File: src/verilog/ssc_pkg.sv
// constants for the smi status collector
package ssc_pkg;
    // register indices; byte address is four times the index
    localparam logic [5:0] SSC_IDX_FLAGS_TWO = 6'h11;
    localparam logic [5:0] SSC_IDX_FLAGS_THREE = 6'h12;
    localparam logic [5:0] SSC_IDX_FLAGS_FOUR = 6'h13;
    localparam logic [5:0] SSC_IDX_FLAGS_FIVE = 6'h14;
    localparam logic [5:0] SSC_IDX_RESERVED = 6'h15;
    localparam logic [5:0] SSC_IDX_ENABLE_ONE = 6'h16;
    localparam logic [5:0] SSC_IDX_ENABLE_THREE = 6'h17;
    localparam logic [5:0] SSC_IDX_ENABLE_FOUR = 6'h18;
    localparam logic [5:0] SSC_IDX_ENABLE_FIVE = 6'h19;
    localparam logic [5:0] SSC_IDX_CONFIG = 6'h1A;

    localparam int SSC_ADDR_W = 8;
    localparam int SSC_DATA_W = 32;
    localparam int SSC_REG_W = 8;

    // flags two bit positions
    localparam int SSC_BIT_MOUSE = 0;
    localparam int SSC_BIT_KEYBOARD = 1;
    localparam int SSC_BIT_INFRARED = 2;
    localparam int SSC_BIT_KBC_OUT = 4;
    // flags five bit positions
    localparam int SSC_BIT_FAN_FIRST = 6;
    localparam int SSC_BIT_FAN_SECOND = 7;
    // config bit position
    localparam int SSC_BIT_RX_SELECT = 0;

    // bits that exist in each register
    localparam logic [7:0] SSC_MASK_TWO = 8'h17;
    localparam logic [7:0] SSC_MASK_THREE = 8'hF7;
    localparam logic [7:0] SSC_MASK_FOUR = 8'hFF;
    localparam logic [7:0] SSC_MASK_FIVE = 8'hCF;
    localparam logic [7:0] SSC_MASK_CONFIG = 8'h01;

    localparam logic [7:0] SSC_RESET_FLAGS = 8'h00;
    localparam logic [7:0] SSC_RESET_ENABLE = 8'h00;
    localparam logic [7:0] SSC_RESET_CONFIG = 8'h00;

    localparam logic [1:0] SSC_RESP_OKAY = 2'h0;
    localparam logic [1:0] SSC_RESP_SLVERR = 2'h2;
endpackage : ssc_pkg

File: src/verilog/ssc_edge_detect.sv
// transition detector for the selected infrared receive line
`timescale 1ns/1ps
module ssc_edge_detect (
    input wire logic clk_i,
    input wire logic rst_b_i,
    input wire logic level_i,
    output logic edge_o
);
    logic prev_q;
    logic primed_q;

    // no edge reported on the first sample after reset
    assign edge_o = primed_q & (level_i ^ prev_q);

    always_ff @(posedge clk_i or negedge rst_b_i) begin
        if (!rst_b_i) begin
            prev_q <= 1'b0;
            primed_q <= 1'b0;
        end else begin
            prev_q <= level_i;
            primed_q <= 1'b1;
        end
    end
endmodule : ssc_edge_detect

File: src/verilog/ssc_w1c_bank.sv
// sticky flag byte, set by events, cleared by writing one
`timescale 1ns/1ps
module ssc_w1c_bank import ssc_pkg::*; #(
    parameter logic [7:0] VALID_MASK = 8'hFF
) (
    input wire logic clk_i,
    input wire logic rst_b_i,
    input wire logic [7:0] set_i,
    input wire logic [7:0] clr_i,
    output logic [7:0] flags_o
);
    logic [7:0] flags_q;
    logic [7:0] flags_d;

    // set wins over a clear in the same cycle
    assign flags_d = ((flags_q & ~clr_i) | set_i) & VALID_MASK;
    assign flags_o = flags_q;

    always_ff @(posedge clk_i or negedge rst_b_i) begin
        if (!rst_b_i) begin
            flags_q <= SSC_RESET_FLAGS;
        end else begin
            flags_q <= flags_d;
        end
    end
endmodule : ssc_w1c_bank

File: src/verilog/ssc_top.sv
// smi status collector with axi4-lite register access
`timescale 1ns/1ps
module ssc_top import ssc_pkg::*; (
    input wire logic clk_i,
    input wire logic rst_b_i,
    // axi4-lite slave
    input wire logic [SSC_ADDR_W-1:0] s_axi_awaddr_i,
    input wire logic s_axi_awvalid_i,
    output logic s_axi_awready_o,
    input wire logic [SSC_DATA_W-1:0] s_axi_wdata_i,
    input wire logic [3:0] s_axi_wstrb_i,
    input wire logic s_axi_wvalid_i,
    output logic s_axi_wready_o,
    output logic [1:0] s_axi_bresp_o,
    output logic s_axi_bvalid_o,
    input wire logic s_axi_bready_i,
    input wire logic [SSC_ADDR_W-1:0] s_axi_araddr_i,
    input wire logic s_axi_arvalid_i,
    output logic s_axi_arready_o,
    output logic [SSC_DATA_W-1:0] s_axi_rdata_o,
    output logic [1:0] s_axi_rresp_o,
    output logic s_axi_rvalid_o,
    input wire logic s_axi_rready_i,
    // interrupt sources
    input wire logic mouse_irq_i,
    input wire logic keyboard_irq_i,
    input wire logic kbc_output_i,
    input wire logic infrared_rx_first_i,
    input wire logic infrared_rx_second_i,
    input wire logic [7:0] gp_three_evt_i,
    input wire logic [7:0] gp_four_evt_i,
    input wire logic [3:0] gp_five_evt_i,
    input wire logic fan_speed_in_first_i,
    input wire logic fan_speed_in_second_i,
    // status to the combining logic
    output logic [7:0] smi_flags_two_o,
    output logic [7:0] smi_flags_three_o,
    output logic [7:0] smi_flags_four_o,
    output logic [7:0] smi_flags_five_o,
    output logic smi_request_o
);
    // write channel
    logic aw_full_q;
    logic aw_full_d;
    logic [SSC_ADDR_W-1:0] aw_addr_q;
    logic w_full_q;
    logic w_full_d;
    logic [7:0] w_byte_q;
    logic w_lane0_q;
    logic awready_q;
    logic wready_q;
    logic bvalid_q;
    logic [1:0] bresp_q;
    logic [1:0] bresp_d;
    wire aw_hs = s_axi_awvalid_i & awready_q;
    wire w_hs = s_axi_wvalid_i & wready_q;
    wire b_hs = bvalid_q & s_axi_bready_i;
    wire do_wr = aw_full_q & w_full_q & ~bvalid_q;
    wire [5:0] wr_idx = aw_addr_q[7:2];
    wire wr_en = do_wr & w_lane0_q;

    assign aw_full_d = do_wr ? 1'b0 : (aw_full_q | aw_hs);
    assign w_full_d = do_wr ? 1'b0 : (w_full_q | w_hs);

    // read channel
    logic arready_q;
    logic rvalid_q;
    logic [SSC_DATA_W-1:0] rdata_q;
    logic [1:0] rresp_q;
    wire ar_hs = s_axi_arvalid_i & arready_q;
    wire r_hs = rvalid_q & s_axi_rready_i;
    wire [5:0] rd_idx = s_axi_araddr_i[7:2];

    // register state
    logic [7:0] en_two_q;
    logic [7:0] en_three_q;
    logic [7:0] en_four_q;
    logic [7:0] en_five_q;
    logic [7:0] config_q;
    logic ir_flag_q;
    logic ir_flag_d;
    logic src_mouse_q;
    logic src_keyboard_q;
    logic src_kbc_q;
    logic smi_q;
    logic [7:0] flags_two;
    logic [7:0] flags_three;
    logic [7:0] flags_four;
    logic [7:0] flags_five;

    // address decode
    wire wr_en_two = wr_en & (wr_idx == SSC_IDX_ENABLE_ONE);
    wire wr_en_three = wr_en & (wr_idx == SSC_IDX_ENABLE_THREE);
    wire wr_en_four = wr_en & (wr_idx == SSC_IDX_ENABLE_FOUR);
    wire wr_en_five = wr_en & (wr_idx == SSC_IDX_ENABLE_FIVE);
    wire wr_config = wr_en & (wr_idx == SSC_IDX_CONFIG);
    wire wr_three = wr_en & (wr_idx == SSC_IDX_FLAGS_THREE);
    wire wr_four = wr_en & (wr_idx == SSC_IDX_FLAGS_FOUR);
    wire wr_five = wr_en & (wr_idx == SSC_IDX_FLAGS_FIVE);
    wire wr_mapped = (wr_idx >= SSC_IDX_FLAGS_TWO) & (wr_idx <= SSC_IDX_CONFIG);
    wire rd_mapped = (rd_idx >= SSC_IDX_FLAGS_TWO) & (rd_idx <= SSC_IDX_CONFIG);

    // writes to flags two and the reserved slot are accepted and ignored
    assign bresp_d = wr_mapped ? SSC_RESP_OKAY : SSC_RESP_SLVERR;

    wire [7:0] clr_three = wr_three ? w_byte_q : 8'h00;
    wire [7:0] clr_four = wr_four ? w_byte_q : 8'h00;
    wire [7:0] clr_five = wr_five ? w_byte_q : 8'h00;

    // infrared edge path
    wire ir_sel = config_q[SSC_BIT_RX_SELECT];
    wire ir_muxed = ir_sel ? infrared_rx_second_i : infrared_rx_first_i;
    logic ir_edge;

    ssc_edge_detect u_ir_edge (
        .clk_i(clk_i),
        .rst_b_i(rst_b_i),
        .level_i(ir_muxed),
        .edge_o(ir_edge)
    );

    // read of flags two clears, a fresh edge in that cycle wins
    wire ir_rd_clr = ar_hs & (rd_idx == SSC_IDX_FLAGS_TWO);
    assign ir_flag_d = ir_edge | (ir_flag_q & ~ir_rd_clr);

    // flags two assembly
    assign flags_two = {3'h0,
                        src_kbc_q,
                        1'b0,
                        ir_flag_q,
                        src_keyboard_q,
                        src_mouse_q};

    // flags three to five
    wire [7:0] set_three = gp_three_evt_i & SSC_MASK_THREE;
    wire [7:0] set_four = gp_four_evt_i;
    wire [7:0] set_five = {fan_speed_in_second_i,
                           fan_speed_in_first_i,
                           2'h0,
                           gp_five_evt_i};

    ssc_w1c_bank #(
        .VALID_MASK(SSC_MASK_THREE)
    ) u_flags_three (
        .clk_i(clk_i),
        .rst_b_i(rst_b_i),
        .set_i(set_three),
        .clr_i(clr_three),
        .flags_o(flags_three)
    );

    ssc_w1c_bank #(
        .VALID_MASK(SSC_MASK_FOUR)
    ) u_flags_four (
        .clk_i(clk_i),
        .rst_b_i(rst_b_i),
        .set_i(set_four),
        .clr_i(clr_four),
        .flags_o(flags_four)
    );

    ssc_w1c_bank #(
        .VALID_MASK(SSC_MASK_FIVE)
    ) u_flags_five (
        .clk_i(clk_i),
        .rst_b_i(rst_b_i),
        .set_i(set_five),
        .clr_i(clr_five),
        .flags_o(flags_five)
    );

    // read data mux
    logic [7:0] rd_byte;
    always_comb begin
        rd_byte = 8'h00;
        unique case (rd_idx)
            SSC_IDX_FLAGS_TWO: rd_byte = flags_two;
            SSC_IDX_FLAGS_THREE: rd_byte = flags_three;
            SSC_IDX_FLAGS_FOUR: rd_byte = flags_four;
            SSC_IDX_FLAGS_FIVE: rd_byte = flags_five;
            SSC_IDX_RESERVED: rd_byte = 8'h00;
            SSC_IDX_ENABLE_ONE: rd_byte = en_two_q;
            SSC_IDX_ENABLE_THREE: rd_byte = en_three_q;
            SSC_IDX_ENABLE_FOUR: rd_byte = en_four_q;
            SSC_IDX_ENABLE_FIVE: rd_byte = en_five_q;
            SSC_IDX_CONFIG: rd_byte = config_q;
            default: rd_byte = 8'h00;
        endcase
    end

    // smi request
    wire smi_any = |(flags_two & en_two_q)
                 | |(flags_three & en_three_q)
                 | |(flags_four & en_four_q)
                 | |(flags_five & en_five_q);

    // write channel registers
    always_ff @(posedge clk_i or negedge rst_b_i) begin
        if (!rst_b_i) begin
            aw_full_q <= 1'b0;
            w_full_q <= 1'b0;
            awready_q <= 1'b1;
            wready_q <= 1'b1;
        end else begin
            aw_full_q <= aw_full_d;
            w_full_q <= w_full_d;
            awready_q <= ~aw_full_d;
            wready_q <= ~w_full_d;
        end
    end

    always_ff @(posedge clk_i or negedge rst_b_i) begin
        if (!rst_b_i) begin
            aw_addr_q <= 8'h00;
            w_byte_q <= 8'h00;
            w_lane0_q <= 1'b0;
        end else begin
            if (aw_hs) begin
                aw_addr_q <= s_axi_awaddr_i;
            end
            if (w_hs) begin
                w_byte_q <= s_axi_wdata_i[7:0];
                w_lane0_q <= s_axi_wstrb_i[0];
            end
        end
    end

    always_ff @(posedge clk_i or negedge rst_b_i) begin
        if (!rst_b_i) begin
            bvalid_q <= 1'b0;
            bresp_q <= SSC_RESP_OKAY;
        end else if (do_wr) begin
            bvalid_q <= 1'b1;
            bresp_q <= bresp_d;
        end else if (b_hs) begin
            bvalid_q <= 1'b0;
        end
    end

    // read channel registers
    always_ff @(posedge clk_i or negedge rst_b_i) begin
        if (!rst_b_i) begin
            arready_q <= 1'b1;
            rvalid_q <= 1'b0;
            rdata_q <= 32'h0000_0000;
            rresp_q <= SSC_RESP_OKAY;
        end else if (ar_hs) begin
            arready_q <= 1'b0;
            rvalid_q <= 1'b1;
            rdata_q <= {24'h00_0000, rd_byte};
            rresp_q <= rd_mapped ? SSC_RESP_OKAY : SSC_RESP_SLVERR;
        end else if (r_hs) begin
            arready_q <= 1'b1;
            rvalid_q <= 1'b0;
        end
    end

    // software registers
    always_ff @(posedge clk_i or negedge rst_b_i) begin
        if (!rst_b_i) begin
            en_two_q <= SSC_RESET_ENABLE;
            en_three_q <= SSC_RESET_ENABLE;
            en_four_q <= SSC_RESET_ENABLE;
            en_five_q <= SSC_RESET_ENABLE;
            config_q <= SSC_RESET_CONFIG;
        end else begin
            if (wr_en_two) begin
                en_two_q <= w_byte_q & SSC_MASK_TWO;
            end
            if (wr_en_three) begin
                en_three_q <= w_byte_q & SSC_MASK_THREE;
            end
            if (wr_en_four) begin
                en_four_q <= w_byte_q & SSC_MASK_FOUR;
            end
            if (wr_en_five) begin
                en_five_q <= w_byte_q & SSC_MASK_FIVE;
            end
            if (wr_config) begin
                config_q <= w_byte_q & SSC_MASK_CONFIG;
            end
        end
    end

    // flag state and outputs
    always_ff @(posedge clk_i or negedge rst_b_i) begin
        if (!rst_b_i) begin
            ir_flag_q <= 1'b0;
            src_mouse_q <= 1'b0;
            src_keyboard_q <= 1'b0;
            src_kbc_q <= 1'b0;
            smi_q <= 1'b0;
        end else begin
            ir_flag_q <= ir_flag_d;
            src_mouse_q <= mouse_irq_i;
            src_keyboard_q <= keyboard_irq_i;
            src_kbc_q <= kbc_output_i;
            smi_q <= smi_any;
        end
    end

    assign s_axi_awready_o = awready_q;
    assign s_axi_wready_o = wready_q;
    assign s_axi_bvalid_o = bvalid_q;
    assign s_axi_bresp_o = bresp_q;
    assign s_axi_arready_o = arready_q;
    assign s_axi_rvalid_o = rvalid_q;
    assign s_axi_rdata_o = rdata_q;
    assign s_axi_rresp_o = rresp_q;
    assign smi_flags_two_o = flags_two;
    assign smi_flags_three_o = flags_three;
    assign smi_flags_four_o = flags_four;
    assign smi_flags_five_o = flags_five;
    assign smi_request_o = smi_q;
endmodule : ssc_top

File: config.mk
export PLATFORM = sky130hd
export DESIGN_NAME = ssc_top
export DESIGN_NICKNAME = d
export VERILOG_FILES = /design/src/verilog/ssc_pkg.sv /design/src/verilog/ssc_edge_detect.sv /design/src/verilog/ssc_w1c_bank.sv /design/src/verilog/ssc_top.sv
export SDC_FILE = /design/constraint.sdc
export NUM_CORES = 1
export LEC_CHECK = 0
export BUFFER_PORTS_ARGS = -buffer_cell sky130_fd_sc_hd__buf_4
export CORE_AREA = 2 2 93 95
export DETAILED_ROUTE_END_ITERATION = 6
export DIE_AREA = 0 0 95 97
export PLACE_DENSITY = 0.92
export SLEW_MARGIN = 5
export SYNTH_ARGS = -nofsm -noshare
export SYNTH_HDL_FRONTEND = slang
export SYNTH_SLANG_ARGS = --single-unit
File: constraint.sdc
create_clock -name clk_i -period 3.2 [get_ports clk_i]
set_clock_uncertainty 0.1 [all_clocks]
set_input_delay 0.48 -clock clk_i [delete_from_list [all_inputs] [get_ports clk_i]]
set_output_delay 0.48 -clock clk_i [all_outputs]
set_load 0.1 [all_outputs]
==> summary by stage <==
Status
The run finished with clean final reports.

Route
The iteration count of the initial detailed-routing pass is 6. The total wire length after detailed routing is 10.38 mm. Using the TritonRoute via totals, the vias-per-cell ratio works out to 5.798.

The routed layout has about 3300 vias. The remaining number of nets flagged by the antenna check after routing is 0. The starting DRC count in detailed routing is 335.

In the routed design, unresolved DRC markers number 0. In the final routed layout, each cell accounts on average for 18.21 um.

Clock tree
Buffers inserted to repair hold after CTS numbered 0. The H-tree was split into 3 levels. After clock tree synthesis, the clock-pin slew on the worst setup and hold paths is 80 ps. Clock tree synthesis found a total of 86 sinks. The clock passes through at most 2 buffers. Clock tree synthesis selected as its root buffer the cell clkbuf_8. The clock latency on the worst-skew pair is 360 ps. After clock tree synthesis, the setup repair step added 0 buffers. The number of CTS-inserted buffers is 9. The post-cts repair resize count is 0. TritonCTS built the clock tree.

Die
From left edge to right edge, the die measures between 90 and 100 um. The number of rows created at floorplan is 33. The initial utilization of the core area, before any placement, comes to 0.5188. The die footprint is 9215 um^2.

The standard cell core area is ~8000 um^2. The floorplan step set the die height to just under 100 um. During I/O placement, the number of pins put on the boundary was 160.

Logic synthesis
The number of register bits inferred by synthesis is 86. The proportion of synthesized chip area in sequential cells is 0.5108. After technology mapping, the gate count stands at 369. The count of synthesis-stage warnings from yosys is 0. The mapped netlist covers 4220 um^2.

The post-synthesis cell type count is 54. The share of flip-flops with an asynchronous set or reset is 1.000. The most common flop cell mapped by yosys is dfrtp_1. Counting flops with a built-in enable in the synthesized netlist gives 0. The average cell area after synthesis is 11.44 um^2.

Power and ir drop
The analysis attributes to cell leakage a power of 0.002258 uW. The clock network power share is 0.208. The internal portion of total power is 2128 uW. Summed over all nets, the switching power comes to approximately 1500 uW.

The switching share of power is 0.4157. The sequential fraction of design power is 0.440. For this design the ratio of total power to cell area is 719.4 nW/um^2.

The share of total power in combinational logic is 0.352. The post-route total power is 3642 uW. Across the VDD grid, the largest voltage drop is 698.0 uV.

STA
For the finished layout, the period the worst path requires is 2219 ps. For the pin with the worst max-slew slack, the measured transition is roughly 1100 ps. Timing would allow up to 0.4507 GHz. Measured against its own limit, the worst slew margin works out to 0.2820. The hold violation total from the final report was 0.

Setup repair after global routing left no endpoint under its margin. Setup violations remaining at the end of the flow were counted as 0. For the final routed database, the setup TNS stands at 0 ps.

In the finished design, the share of the clock period the worst path needs comes to 0.6933. The max-slew violation total from the final report is 0.

Finish
The layout has 633 filler cells. For this run, the post-layout net count is 547. The count of placed standard cells in the final layout, fillers left out is 570.

In the layout the commonest cells are 96 x buf_4, 83 x dfrtp_1, 42 x mux2_2. In the final layout, flip-flops and latches occupy ~2200 um^2. The multi-input combinational cells in the finished layout cover a total of 1836 um^2. The share of final-layout standard cells stronger than drive strength 1 is 0.3570. The area growth from synthesis to layout is 19.95%.

Measured on the finished design, the core utilization comes to 0.6224. The diode insertion count for antenna repair is 0. The most common cell after layout, fill and taps aside is buf_4.

Global route
The pin count of the biggest net entering global routing is 87. For this run, global-route usage on met3 was measured as 0.05997. The number of antenna violations at the first check in global routing is 0. The most used routing layer in global routing is met2.

The wire length of the first global-routing pass is around 17 mm. The global routing usage on met2 is 0.3650. The overall overflow remaining after global route is 0. The global routing met1 resource utilization is 0.3223. The overall global routing resource usage is 0.2348. The via count of the first global-routing pass was 3226.

Worst setup path
The worst-case reg-to-reg path depth is 4. The signal arrival time at the worst endpoint is 2360 ps. Of all nets on the critical path, the largest fanout is 9. The element type at the critical path end is a flop. The worst endpoint required time is 3340 ps.

The setup path with the least slack is of type reg -> reg. STA classifies the critical path startpoint as a flop.

Worst hold path
Counting instances, the worst hold path has a depth of 1. The worst min-delay path class is in -> reg.

Place
The number of I/O port buffers is 94. Including well taps, the total number of placed cells is 555. Routability-driven placement finished with a final weighted congestion of 0.9601. The HPWL after detailed placement is about 7.6 mm.

Flow run
The number of max-capacitance violations reported is 0.
routing by layer:
layer | vias up | wire length (um)
met4 | 0 | 168
met5 | - | 0
met2 | 191 | 4987
li1 | 1463 | -
met3 | 17 | 915
met1 | 1634 | 4307
layout make-up:
type | instances | share of cell area
sequential | 86 | 0.4259
tap | 105 | 0.02595
clock inverter | 4 | 0.009392
multi-input combinational | 260 | 0.3626
clock buffer | 11 | 0.02793
timing repair buffer | 96 | 0.1424
inverter | 8 | 0.005932
power by group through the flow:
stage / logic, uW / clock network (uW) / registers, uW
after CTS: 1280 / 769 / 1600
after detailed placement: 1280 / 0 / 1620
after global placement: 1250 / 0 / 1600
after global routing: 1360 / 820 / 1640
final: 1280 / 758 / 1600
after floorplan: 703 / 0 / 1870
registers in the layout, summed over array words and instances (netlist names), 4 cells and up:
| register | cells |
|---|---|
| w_byte_q | 8 |
| u_flags_three.flags_o | 7 |
| aw_addr_q | 6 |
| en_four_q | 8 |
| en_three_q | 7 |
| en_five_q | 6 |
| en_two_q | 4 |
| u_flags_five.flags_o | 6 |
| u_flags_four.flags_o | 8 |
| s_axi_rdata_o | 8 |
per-stage QoR:
| stage | setup slack [ps] | cell area (um^2) | hold WS, ps |
|---|---|---|---|
| after global placement | 1059 | 4873 | 347.0 |
| final | 981.4 | 5062 | 124.1 |
| after detailed placement | 992.3 | 4873 | 365.4 |
| after CTS | 974.5 | 5062 | 105.8 |
| after global routing | 858.0 | 5062 | 99.27 |
| after floorplan | 719.2 | 4340 | 84.41 |
cell usage after synthesis (all sizes together), types with 7 or more instances:
| cell | n | share of area |
|---|---|---|
| nand2 | 36 | 0.032 |
| a21o | 21 | 0.037 |
| dfrtp | 83 | 0.49 |
| buf | 40 | 0.069 |
| a22oi | 13 | 0.023 |
| inv | 8 | 0.0071 |
| o21ai | 13 | 0.015 |
| nand3 | 8 | 0.0095 |
| clkbuf | 7 | 0.0062 |
| mux2 | 42 | 0.11 |
| mux2i | 9 | 0.021 |
| nor2 | 10 | 0.010 |
critical path, cell delays in order, from the launching register on:
cell and delay (ps):
dfrtp_1 420, nand3b_4 220, or4_4 540, nor2_2 410, mux2_2 400
path summary, 6_finish.rpt:
kind                       slack (ps)          startpoint                       to
max in group asynchronous        2090             rst_b_i         s_axi_rdata_o[4]
min in group asynchronous         190             rst_b_i  u_flags_four.flags_o[1]
min                               120         mouse_irq_i              src_mouse_q
max reg2reg                       980      s_axi_bvalid_o             en_four_q[7]
max                               980      s_axi_bvalid_o             en_four_q[7]
min reg2reg                       380  u_ir_edge.primed_q                ir_flag_q
kinds of logic after synthesis:
logic type             after synthesis  share of synthesized area
AND/OR/NAND/NOR                     92                     0.1236
buffers and inverters               55                    0.08272
AO/OA/AOI/OAI                       82                     0.1456
other                                2                   0.001779
flip-flops                          86                     0.5108
multiplexers                        51                     0.1334
XOR/XNOR                             1                   0.002076
No activity file was read; power rests on OpenSTA's default activity.
